$ cat src/dds_pkg.sv
// Purpose: Shared constants for the synthesizer pin control and serial port.
// Assumes: One clock, mclk at 100 MHz.
// Notes:   Word layout: bits 15:14 select the destination, bits 13:0 are payload.
package dds_pkg;
  // ==========================================================================
  // Widths
  localparam int ACC_W      = 28;
  localparam int PHASE_W    = 12;
  localparam int WORD_W     = 16;
  localparam int BITCNT_W   = 5;
  // ==========================================================================
  // Serial word destinations in bits 15:14
  localparam int            DEST_HI  = 15;
  localparam int            DEST_LO  = 14;
  localparam logic [1:0]    DEST_CTRL = 2'h0;
  localparam logic [1:0]    DEST_FREQ = 2'h1;
  localparam logic [1:0]    DEST_PHASE = 2'h2;
  localparam logic [1:0]    DEST_SPARE = 2'h3;
  // Frequency and phase words: bit 13 picks word a or b.
  localparam int            WSEL_BIT = 13;
  // Frequency halves: bit 12 picks upper (1) or lower (0) 14 bits.
  localparam int            HALF_BIT = 12;
  localparam int            HALF_W   = 14;
  // ==========================================================================
  // Control word field positions
  localparam int            CTL_FREQ_WORD_SELECT_BIT_BIT   = 0;
  localparam int            CTL_PSEL_BIT   = 1;
  localparam int            CTL_PINSEL_BIT = 2;
  localparam int            CTL_PD_BIT     = 3;
  localparam int            CTL_OPEN_BIT   = 4;
  localparam int            CTL_SQSRC_BIT  = 5;
  localparam int            CTL_W          = 6;
  localparam logic [5:0]    CTL_RESET      = 6'h00;
  // ==========================================================================
  // Host register offsets on APB
  localparam logic [7:0]    OFS_TXWORD = 8'h00;
  localparam logic [7:0]    OFS_STATUS = 8'h04;
  localparam logic [7:0]    OFS_PINS   = 8'h08;
  localparam int            ST_BUSY_BIT = 0;
  localparam int            PIN_FREQ_WORD_SELECT_BIT_BIT = 0;
  localparam int            PIN_PSEL_BIT = 1;
  localparam int            PIN_RST_BIT  = 2;
  localparam int            PIN_SLEEP_BIT = 3;
  localparam int            PIN_W         = 4;
  // ==========================================================================
  // Serial clock: half period in mclk cycles
  localparam int            SCLK_HALF_NS  = 20;
  localparam int            CLK_NS        = 10;
  localparam int            SCLK_HALF_CYC = (SCLK_HALF_NS + CLK_NS - 1) / CLK_NS;
endpackage

$ cat src/dds_link_if.sv
// Purpose: Pin bundle between the host controller and the synthesizer.
// Assumes: Host drives every pin except the sign output.
// Notes:   The sign output is three-state; enable high means driven.
`timescale 1ns/1ns
interface dds_link_if;
  logic serial_data_in;
  logic sclk;
  logic frame_sync_n;
  logic freq_word_select_pin;
  logic phase_word_select_pin;
  logic reset_pin;
  logic sleep_pin;
  logic sign_out;
  logic sign_out_oe;
  modport device (
    input  serial_data_in, sclk, frame_sync_n, freq_word_select_pin,
    input  phase_word_select_pin, reset_pin, sleep_pin,
    output sign_out, sign_out_oe
  );
  modport host (
    output serial_data_in, sclk, frame_sync_n, freq_word_select_pin,
    output phase_word_select_pin, reset_pin, sleep_pin,
    input  sign_out, sign_out_oe
  );
endinterface

$ cat src/dds_core.sv
// Purpose: Synthesizer end: serial port, word registers, oscillator, sign pin.
// Assumes: Pins are synchronous to mclk; sclk is sampled, not used as a clock.
// Notes:   A word commits on its sixteenth sampled sclk fall; rules follow.
// Operation
// RULE1 - accumulator uses pin-selected frequency word
// RULE2 - frequency word chosen by pin or bit
// RULE3 - pin-selected phase offset added to accumulator
// RULE4 - phase offset chosen by pin or bit
// RULE5 - reset pin clears datapath to zero
// RULE6 - reset pin keeps host registers intact
// RULE7 - sleep pin powers down converter
// RULE8 - sleep pin equals powerdown control bit
// RULE9 - each frame carries one 16-bit word
// RULE10 - sample data on falling serial clock
// RULE11 - falling frame sync starts new word
// RULE12 - sign pin driven only when enabled
// RULE13 - source bit picks comparator or phase msb
// RULE14 - comparator uses external pin when both set
// RULE15 - output frequency binary fraction of mclk
// RULE16 - 28-bit accumulator adds word each mclk
// RULE17 - 12-bit offset added to accumulator msbs
// RULE18 - commit after sixteenth edge, ignore extras
`timescale 1ns/1ns
module dds_core
  import dds_pkg::*;
(
  // Clock and reset
  input  wire logic               mclk,
  input  wire logic               arst_n,
  // Pins from the host
  dds_link_if.device              link,
  // Analog side
  input  wire logic               comparator_input_pin,
  input  wire logic               internal_cmp_in,
  output logic [PHASE_W-1:0]      phase_out,
  output logic                    dac_powerdown,
  output logic                    comparator_from_pin,
  output logic [ACC_W-1:0]        frequency_word_a,
  output logic [ACC_W-1:0]        frequency_word_b
);
  // ==========================================================================
  // Elaboration checks
  // The counter must reach the word length and the fields of a word must not overlap.
  if ((1 << BITCNT_W) <= WORD_W) begin : g_bad_count
    $error("bit counter too narrow for one word");
  end
  if (PHASE_W > ACC_W || 2 * HALF_W != ACC_W) begin : g_bad_acc
    $error("accumulator and offset widths disagree");
  end
  if (HALF_BIT != HALF_W - 2 || WSEL_BIT <= HALF_BIT || DEST_LO <= WSEL_BIT) begin : g_bad_word
    $error("word fields overlap");
  end
  if (CTL_W > HALF_BIT || CTL_SQSRC_BIT >= CTL_W || DEST_HI != WORD_W - 1) begin : g_bad_ctl
    $error("control field does not fit the word");
  end

  // ==========================================================================
  // Serial port
  logic                 sclk_reg;
  logic                 frame_sync_n_reg;
  logic [WORD_W-1:0]    shift_reg;
  logic [BITCNT_W-1:0]  count_reg;
  logic [CTL_W-1:0]     ctrl_reg;
  logic [PHASE_W-1:0]   phase_offset_a;
  logic [PHASE_W-1:0]   phase_offset_b;
  logic [ACC_W-1:0]     acc_reg;

  wire sclk_fall   = sclk_reg & ~link.sclk;
  wire frame_sync_n_fall  = frame_sync_n_reg & ~link.frame_sync_n;
  wire in_frame    = ~link.frame_sync_n;
  // A fresh frame restarts the count even if the last one was cut short.
  wire [BITCNT_W-1:0] count_base = frame_sync_n_fall ? '0 : count_reg; // RULE11
  wire take_bit    = in_frame & sclk_fall & (count_base != BITCNT_W'(WORD_W)); // RULE10 RULE18
  wire [WORD_W-1:0] shift_next = {shift_reg[WORD_W-2:0], link.serial_data_in};
  wire commit      = take_bit & (count_base == BITCNT_W'(WORD_W - 1)); // RULE9 RULE18
  wire [1:0] dest  = shift_next[DEST_HI:DEST_LO];

  // Edge detectors start at the idle pin levels, so no false edge follows reset.
  always_ff @(posedge mclk or negedge arst_n) begin
    if (!arst_n) begin
      sclk_reg  <= 1'b1;
      frame_sync_n_reg <= 1'b1;
    end else begin
      sclk_reg  <= link.sclk;
      frame_sync_n_reg <= link.frame_sync_n;
    end
  end

  // ==========================================================================
  // Shift register and bit count
  always_ff @(posedge mclk or negedge arst_n) begin
    if (!arst_n) begin
      shift_reg <= '0;
      count_reg <= '0;
    end else begin
      if (take_bit) begin
        shift_reg <= shift_next;
        count_reg <= count_base + BITCNT_W'(1);
      end else begin
        count_reg <= count_base;
      end
    end
  end

  // ==========================================================================
  // Destination decode for a committed word
  wire               pick_b   = shift_next[WSEL_BIT];
  wire               pick_hi  = shift_next[HALF_BIT];
  wire               is_ctrl  = commit & (dest == DEST_CTRL);
  wire               is_freq  = commit & (dest == DEST_FREQ);
  wire               is_phase = commit & (dest == DEST_PHASE);
  wire               wr_a_lo  = is_freq & ~pick_b & ~pick_hi;
  wire               wr_a_hi  = is_freq & ~pick_b & pick_hi;
  wire               wr_b_lo  = is_freq & pick_b & ~pick_hi;
  wire               wr_b_hi  = is_freq & pick_b & pick_hi;
  wire               wr_ofs_a = is_phase & ~pick_b;
  wire               wr_ofs_b = is_phase & pick_b;
  // A half write leaves the other half alone, so a word changes in two steps.
  // Short payloads are zero-extended; the spare destination is dropped.
  wire [HALF_W-1:0]  half_val = {2'h0, shift_next[HALF_BIT-1:0]};
  wire [PHASE_W-1:0] ofs_val  = shift_next[PHASE_W-1:0];
  wire [CTL_W-1:0]   ctl_val  = shift_next[CTL_W-1:0];

  // ==========================================================================
  // Host registers; the reset pin never touches them.
  always_ff @(posedge mclk or negedge arst_n) begin
    if (!arst_n) begin
      ctrl_reg         <= CTL_RESET;
      frequency_word_a <= '0;
      frequency_word_b <= '0;
      phase_offset_a   <= '0;
      phase_offset_b   <= '0;
    end else begin
      if (is_ctrl)
        ctrl_reg <= ctl_val; // RULE6
      if (wr_a_hi)
        frequency_word_a[ACC_W-1:HALF_W] <= half_val;
      if (wr_a_lo)
        frequency_word_a[HALF_W-1:0] <= half_val;
      if (wr_b_hi)
        frequency_word_b[ACC_W-1:HALF_W] <= half_val;
      if (wr_b_lo)
        frequency_word_b[HALF_W-1:0] <= half_val;
      if (wr_ofs_a)
        phase_offset_a <= ofs_val;
      if (wr_ofs_b)
        phase_offset_b <= ofs_val;
    end
  end

  // ==========================================================================
  // Oscillator
  // Control bit CTL_PINSEL chooses pins (1) or control bits (0) as select source.
  wire use_pins  = ctrl_reg[CTL_PINSEL_BIT];
  wire freq_word_select_bit      = use_pins ? link.freq_word_select_pin : ctrl_reg[CTL_FREQ_WORD_SELECT_BIT_BIT]; // RULE1 RULE2
  wire psel      = use_pins ? link.phase_word_select_pin : ctrl_reg[CTL_PSEL_BIT]; // RULE3 RULE4
  wire [ACC_W-1:0]   freq_sel  = freq_word_select_bit ? frequency_word_b : frequency_word_a;
  wire [PHASE_W-1:0] phase_sel = psel ? phase_offset_b : phase_offset_a;
  wire [PHASE_W-1:0] phase_sum = acc_reg[ACC_W-1 -: PHASE_W] + phase_sel; // RULE17

  always_ff @(posedge mclk or negedge arst_n) begin
    if (!arst_n) begin
      acc_reg   <= '0;
      phase_out <= '0;
    end else if (link.reset_pin) begin
      acc_reg   <= '0; // RULE5
      phase_out <= '0;
    end else begin
      acc_reg   <= acc_reg + freq_sel; // RULE15 RULE16
      phase_out <= phase_sum;
    end
  end

  // ==========================================================================
  // Power-down and sign output
  wire en_bit   = ctrl_reg[CTL_OPEN_BIT];
  wire src_bit  = ctrl_reg[CTL_SQSRC_BIT];
  wire cmp_pin  = en_bit & src_bit; // RULE14
  wire cmp_val  = cmp_pin ? comparator_input_pin : internal_cmp_in;
  wire sign_val = src_bit ? cmp_val : phase_sum[PHASE_W-1]; // RULE13

  wire pd_next   = link.sleep_pin | ctrl_reg[CTL_PD_BIT]; // RULE7 RULE8
  // The pin is held low while disabled, so a late enable never shows a stale level.
  wire sign_next = en_bit & sign_val; // RULE12

  always_ff @(posedge mclk or negedge arst_n) begin
    if (!arst_n) begin
      dac_powerdown       <= 1'b0;
      comparator_from_pin <= 1'b0;
    end else begin
      dac_powerdown       <= pd_next;
      comparator_from_pin <= cmp_pin;
    end
  end

  always_ff @(posedge mclk or negedge arst_n) begin
    if (!arst_n) begin
      link.sign_out    <= 1'b0;
      link.sign_out_oe <= 1'b0;
    end else begin
      link.sign_out    <= sign_next;
      link.sign_out_oe <= en_bit; // RULE12
    end
  end
endmodule

$ cat src/flat_wrapper.sv
// flat-port wrapper written by rule: the top's interface ports become plain ports
module dds_core_flat import dds_pkg::*;
  (mclk, arst_n, comparator_input_pin, internal_cmp_in, phase_out, dac_powerdown, comparator_from_pin, frequency_word_a, frequency_word_b, link_serial_data_in, link_sclk, link_frame_sync_n, link_freq_word_select_pin, link_phase_word_select_pin, link_reset_pin, link_sleep_pin, link_sign_out, link_sign_out_oe);
  dds_link_if link_i ();
  input  wire logic mclk;
  input  wire logic arst_n;
  input  wire logic comparator_input_pin;
  input  wire logic internal_cmp_in;
  output logic [PHASE_W-1:0] phase_out;
  output logic dac_powerdown;
  output logic comparator_from_pin;
  output logic [ACC_W-1:0] frequency_word_a;
  output logic [ACC_W-1:0] frequency_word_b;
  input wire logic [$bits(link_i.serial_data_in)-1:0] link_serial_data_in;
  input wire logic [$bits(link_i.sclk)-1:0] link_sclk;
  input wire logic [$bits(link_i.frame_sync_n)-1:0] link_frame_sync_n;
  input wire logic [$bits(link_i.freq_word_select_pin)-1:0] link_freq_word_select_pin;
  input wire logic [$bits(link_i.phase_word_select_pin)-1:0] link_phase_word_select_pin;
  input wire logic [$bits(link_i.reset_pin)-1:0] link_reset_pin;
  input wire logic [$bits(link_i.sleep_pin)-1:0] link_sleep_pin;
  output wire logic [$bits(link_i.sign_out)-1:0] link_sign_out;
  output wire logic [$bits(link_i.sign_out_oe)-1:0] link_sign_out_oe;
  assign link_i.serial_data_in = link_serial_data_in;
  assign link_i.sclk = link_sclk;
  assign link_i.frame_sync_n = link_frame_sync_n;
  assign link_i.freq_word_select_pin = link_freq_word_select_pin;
  assign link_i.phase_word_select_pin = link_phase_word_select_pin;
  assign link_i.reset_pin = link_reset_pin;
  assign link_i.sleep_pin = link_sleep_pin;
  assign link_sign_out = link_i.sign_out;
  assign link_sign_out_oe = link_i.sign_out_oe;
  dds_core u_core (.mclk(mclk), .arst_n(arst_n), .link(link_i), .comparator_input_pin(comparator_input_pin), .internal_cmp_in(internal_cmp_in), .phase_out(phase_out), .dac_powerdown(dac_powerdown), .comparator_from_pin(comparator_from_pin), .frequency_word_a(frequency_word_a), .frequency_word_b(frequency_word_b));
endmodule
$ cat config.mk
export PLATFORM = sky130hd
export DESIGN_NAME = dds_core_flat
export DESIGN_NICKNAME = d
export VERILOG_FILES = /design/src/dds_pkg.sv /design/src/dds_link_if.sv /design/src/dds_core.sv /design/src/flat_wrapper.sv
export SDC_FILE = /design/constraint.sdc
export NUM_CORES = 1
export LEC_CHECK = 0
export ABC_AREA = 1
export BUFFER_PORTS_ARGS = -buffer_cell sky130_fd_sc_hd__buf_2
export CAP_MARGIN = 20
export CORE_ASPECT_RATIO = 0.5
export CORE_UTILIZATION = 40
export CTS_CLUSTER_DIAMETER = 30
export DETAILED_ROUTE_END_ITERATION = 8
export GPL_TIMING_DRIVEN = 0
export SYNTH_ARGS = -nofsm -noshare
export SYNTH_HDL_FRONTEND = slang
export SYNTH_SLANG_ARGS = --single-unit
$ cat constraint.sdc
create_clock -name mclk -period 6.7 [get_ports mclk]
set_input_delay 0.67 -clock mclk [delete_from_list [all_inputs] [get_ports mclk]]
set_output_delay 0.67 -clock mclk [all_outputs]
set_load 0.01 [all_outputs]
* Word-level counts from Yosys, hierarchy flattened
Index checks and enable logic that the tools add are counted.
** Storage, ports and cells
- Bits in registers :: 144
- Bits in latches :: 0
- RAM bits :: 0
- Bits in read-only memories :: 0
- Bits of input ports :: 11
- Memories :: 0
** Cells by class
- Add/subtract/negate cells :: 3
- Multipliers :: 0
- Divide/modulo/power cells :: 0
- Order comparisons :: 0
- Equal/unequal tests :: 4
- Shifts and indexed selects :: 0
- Multiplexer cells :: 10
- Bitwise operators :: 23
- Reductions and logical operators :: 1
** Operators with widths (number)
- $add A28 B28 Y28 :: 1
- $mux W28 :: 1
- $mux W26 :: 1
- $mux W12 :: 2
- $and A1 B1 Y1 :: 18
- $add A12 B12 Y12 :: 1
- $mux W5 :: 2
- $add A5 B1 Y5 const B :: 1
- $eq A5 B4 Y1 const B :: 1
- $ne A5 B5 Y1 const B :: 1
- $mux W1 :: 4
- $not A1 Y1 :: 4
- $eq A2 B1 Y1 const B :: 1
- $eq A2 B2 Y1 const B :: 1
- $logic_not A2 Y1 :: 1
- $or A1 B1 Y1 :: 1

* Depth between registers and ports, before layout
- Depth after elaboration :: 9
- Mapped depth :: 19
- Depth with buffers taken out :: 18

* Worst setup path before layout
No wires, ideal clock.
- Kind :: input-to-reg
- Start :: input port link_freq_word_select_pin
- End :: register u_core.acc_reg[17]
- Library setup time :: 0.119 ns
- Arrival time :: 2.674 ns
- Data required time :: 6.581 ns
- Setup slack :: 3.907 ns
- Stages on the path :: 12
- Buffers on the path :: 1
- Cells stage by stage :: nand2_1 > nand2_1 > clkbuf_1 > mux2_2 > ha_1 > nand2_1 > nor2_1 > nand3_1 > nand3_1 > nand3_1 > a21oi_1 > nor2_1
** On the way
- Longest elaborated chain between the ends :: 4
** Ends and longest elaborated chain
- from (decl) :: line flat_wrapper.sv:17 : input wire logic [$bits(link_i.freq_word_select_pin)-1:0] link_freq_word_select_pin;
- $mux W1 :: line dds_core.sv:155 : wire freq_word_select_bit = use_pins ? link.freq_word_select_pin : ctrl_reg[CTL_FREQ_WORD_SELECT_BIT_BIT];
- $mux W26 :: line dds_core.sv:157 : wire [ACC_W-1:0] freq_sel = freq_word_select_bit ? frequency_word_b : frequency_word_a;
- $add A28 B28 Y28 :: line dds_core.sv:169 : acc_reg <= acc_reg + freq_sel;
- $mux W28 :: line dds_core.sv:165 : end else if (link.reset_pin) begin
- to (signal assigned) :: line dds_core.sv:169
- to (decl) :: line dds_core.sv:66 : logic [ACC_W-1:0] acc_reg;
No other way between the ends.
A chain may end at the register's enable or synchronous reset.

* Worst setup path in the final report
- Start :: register u_core.ctrl_reg[2]
- End :: register u_core.acc_reg[16]
** On the way
- Longest elaborated chain between the ends :: 4
** Ends and longest elaborated chain
- from (decl) :: line dds_core.sv:63 : logic [CTL_W-1:0] ctrl_reg;
- from (signal assigned) :: line dds_core.sv:135 : ctrl_reg <= ctl_val;
- $mux W1 :: line dds_core.sv:155
- $mux W26 :: line dds_core.sv:157
- $add A28 B28 Y28 :: line dds_core.sv:169
- $mux W28 :: line dds_core.sv:165
No other way between the ends.

==> results_dict.tcl <==
set metrics [dict create \
    cts_setup_buffers 0 \
    cts_resized 0 \
    grt_pass1_vias 7082 \
    syn_avg_cell_area_um2 7.52 \
    post_dp_cell_area_um2 9040 \
    die_x_um 206 \
    power_leakage_nw 5.54 \
    ff2ff_path_depth 19 \
    synth_edf_count 0 \
    cap_violations 0 \
    use_met2_pct 34.1 \
    clock_skew_ns 0.0113 \
    layout_setup_ws_ns 3.28 \
    drc 0 \
    finalNetCount 1255 \
    drt_iter0_markers 627 \
    cts_sinks 144 \
    num-fill-cells 1968 \
    cts_root_buf "clkbuf_16" \
    timing.final.max_slew_violations 0 \
    post-route-util_pct 48.4 \
    via_per_inst 5.02 \
    design_area_um2 9620 \
    portBuffers 72 \
    critPathKind "flip-flop to flip-flop" \
    drtAntennaViolNets 0 \
    cp.required_ns 7.05 \
    h-tree-depth 4 \
    setup_viol 0 \
    r2r_slack_ns 3.28 \
    placementRows 36 \
    grtUsageMet3_pct 4.81 \
    synthCells 1102 \
    firstDrtPassIters 5 \
    period_needed_ns 3.42 \
    arrival_ns 3.78 \
    netlist_top_cells_area "dfrtp_1 43%, nand2_1 18%, nand3_1 6.8%, ha_1 6.2%, inv_1 5.4%" \
    crit_path_start "u_core.ctrl_reg[2]$_DFFE_PN0P_" \
    grt_overflow_total 0 \
    synth_seq_area_share_pct 43.5 \
    clockBufferDepth 2 \
    worstSetupEndpointType "flip-flop" \
    dp_hpwl_mm 17.5 \
    clk_pin_slew_worst_paths_ns 0.07 \
    vdd_drop_max_v 0.000181 \
    die_area_um2 21300 \
    ys.flop_type "dfrtp_1" \
    ys_seq_elements 144 \
    synth.top_cell.area_share_pct 42.9 \
    regToRegEndpoint "u_core.acc_reg[16]$_DFF_PN0_" \
    ios 83 \
    period_share_pct 51.1 \
    tns_ns 0 \
    yosysWarnings 0 \
    async_flop_share_pct 100 \
    gp_congestion 0.891 \
    rsz0062_at_grt "no" \
    fmax_ghz 0.292 \
    busiest_layer "met1" \
    grt_max_degree 93 \
    clock_latency_ns 0.42 \
    synth_top_cell_by_area "dfrtp_1" \
    worst_pin_slew_ns 0.889 \
    drt_wl_total_mm 23.6 \
    total_power_mw 1.99 \
    grt_pass1_wl_mm 38.4 \
    num_vias 7425 \
    power.density_nw_per_um2 207 \
    slew_headroom_pct 40.7 \
    grtUsageTotal_pct 23.4 \
    pre_cts_slack_ns 3.02 \
    regToRegStartpoint "u_core.ctrl_reg[2]$_DFFE_PN0P_" \
    start_kind "flip-flop" \
    tritoncts "built" \
    largest_reg_flops 28 \
    min_path_type "input port to asynchronous set/reset pin" \
    die_h_um 104 \
    antenna_found_initial 0 \
    syn_to_final_growth_pct 16.2 \
    cts_buffers 17 \
    whs_ns 0.307 \
    status "completed" \
    syn_area_um2 8280 \
    fin_cells 1480 \
    dp.cells 1448 \
    start_util_pct 41.7 \
    crit_fanout 10 \
    antenna_cells 0 \
    synth_cell_types 37 \
    met1_usage_pct 35.7 \
    drive_above_1_share_pct 15.1 \
    fp.coreArea_um2 19900 \
    wl_per_cell_um 16.0 \
    postCtsHoldBufs 0 \
    hold_viol 0 \
]
-- worst max-delay path: stages (launching register included) --
cell and delay [ns]:
dfrtp_1 0.40, inv_1 0.08, nand2_1 0.05, nand2_1 0.28, clkbuf_1 0.59, nand2_1 0.09, o21ai_0 0.19, inv_1 0.12
fa_1 0.45, inv_1 0.14, nand3_1 0.08, nand3_1 0.22, nand2_1 0.08, nand2_1 0.16, inv_1 0.06, nor2_1 0.08
nor2_1 0.09, nand2_1 0.07, nand2_1 0.04, nor2_1 0.10
-- cells by family after synthesis --
| logic type | Yosys count | share of synthesized area (%) |
|---|---|---|
| AO/OA/AOI/OAI | 86 | 5.41 |
| XOR/XNOR | 6 | 0.634 |
| adder cells (fa/ha/maj) | 43 | 6.68 |
| buffers and inverters | 173 | 8.63 |
| flip-flops | 144 | 43.5 |
| multiplexers | 33 | 4.49 |
| other | 1 | 0.0453 |
| AND/OR/NAND/NOR | 616 | 30.6 |
-- power by group --
part | leakage, nW | switching, mW | internal (mW) | total, mW
sequential | 1.99 | 0.00745 | 0.888 | 0.895
combinational | 3.25 | 0.0974 | 0.0283 | 0.126
clock | 0.289 | 0.435 | 0.536 | 0.971
total | 5.54 | 0.540 | 1.45 | 1.99
-- area by class of cell --
type / instances / area [um^2] / share of cell area [%]
multi-input cells: 792 / 3990 / 41.5
repair buffers: 73 / 394 / 4.10
flip-flops and latches: 144 / 3610 / 37.5
inverters: 123 / 462 / 4.80
clock inverters: 14 / 148 / 1.53
clock buffers: 18 / 439 / 4.56
plain buffers: 50 / 253 / 2.63
well taps: 266 / 333 / 3.46
-- metal layers --
layer,share of wire [%],routed length (um)
met1,50,11800
met5,0,0
met2,42,10000
met4,0.73,172
met3,6.7,1580
-- synth_stat cells, types with 3 or more instances --
library cell  instances
a21oi_1              42
and2_1                4
buf_1                 3
buf_2                20
buf_4                10
clkbuf_1             15
dfrtp_1             142
ha_1                 41
inv_1               119
mux2_2               33
nand2_1             395
nand2_2               4
nand3_1             113
nand4_1               3
nor2_1               85
nor3_1                5
o21ai_0              21
o21ai_1              16
xor2_1                4
-- how the worst max path moves through the flow --
stage | end | slack (ns) | cells after the start
after floorplan | u_core.acc_reg[17]$_DFF_PN0_ | 3.91 | 12
after global placement | u_core.acc_reg[26]$_DFF_PN0_ | 2.81 | 1
after detailed placement | u_core.acc_reg[16]$_DFF_PN0_ | 3.02 | 19
after CTS | u_core.acc_reg[16]$_DFF_PN0_ | 3.29 | 19
after global routing | u_core.acc_reg[16]$_DFF_PN0_ | 3.00 | 19
final | u_core.acc_reg[16]$_DFF_PN0_ | 3.28 | 19
-- layout by cell type (no fill, tap or decap), drive strengths merged, types with 8 or more instances in the layout --
cell	n
ha	41
conb	8
o21ai	37
nand2	399
buf	106
dfrtp	142
nand3	113
inv	128
clkbuf	35
a21oi	42
nor2	87
mux2	33
Note: power is estimated with default switching activity, not from simulation.
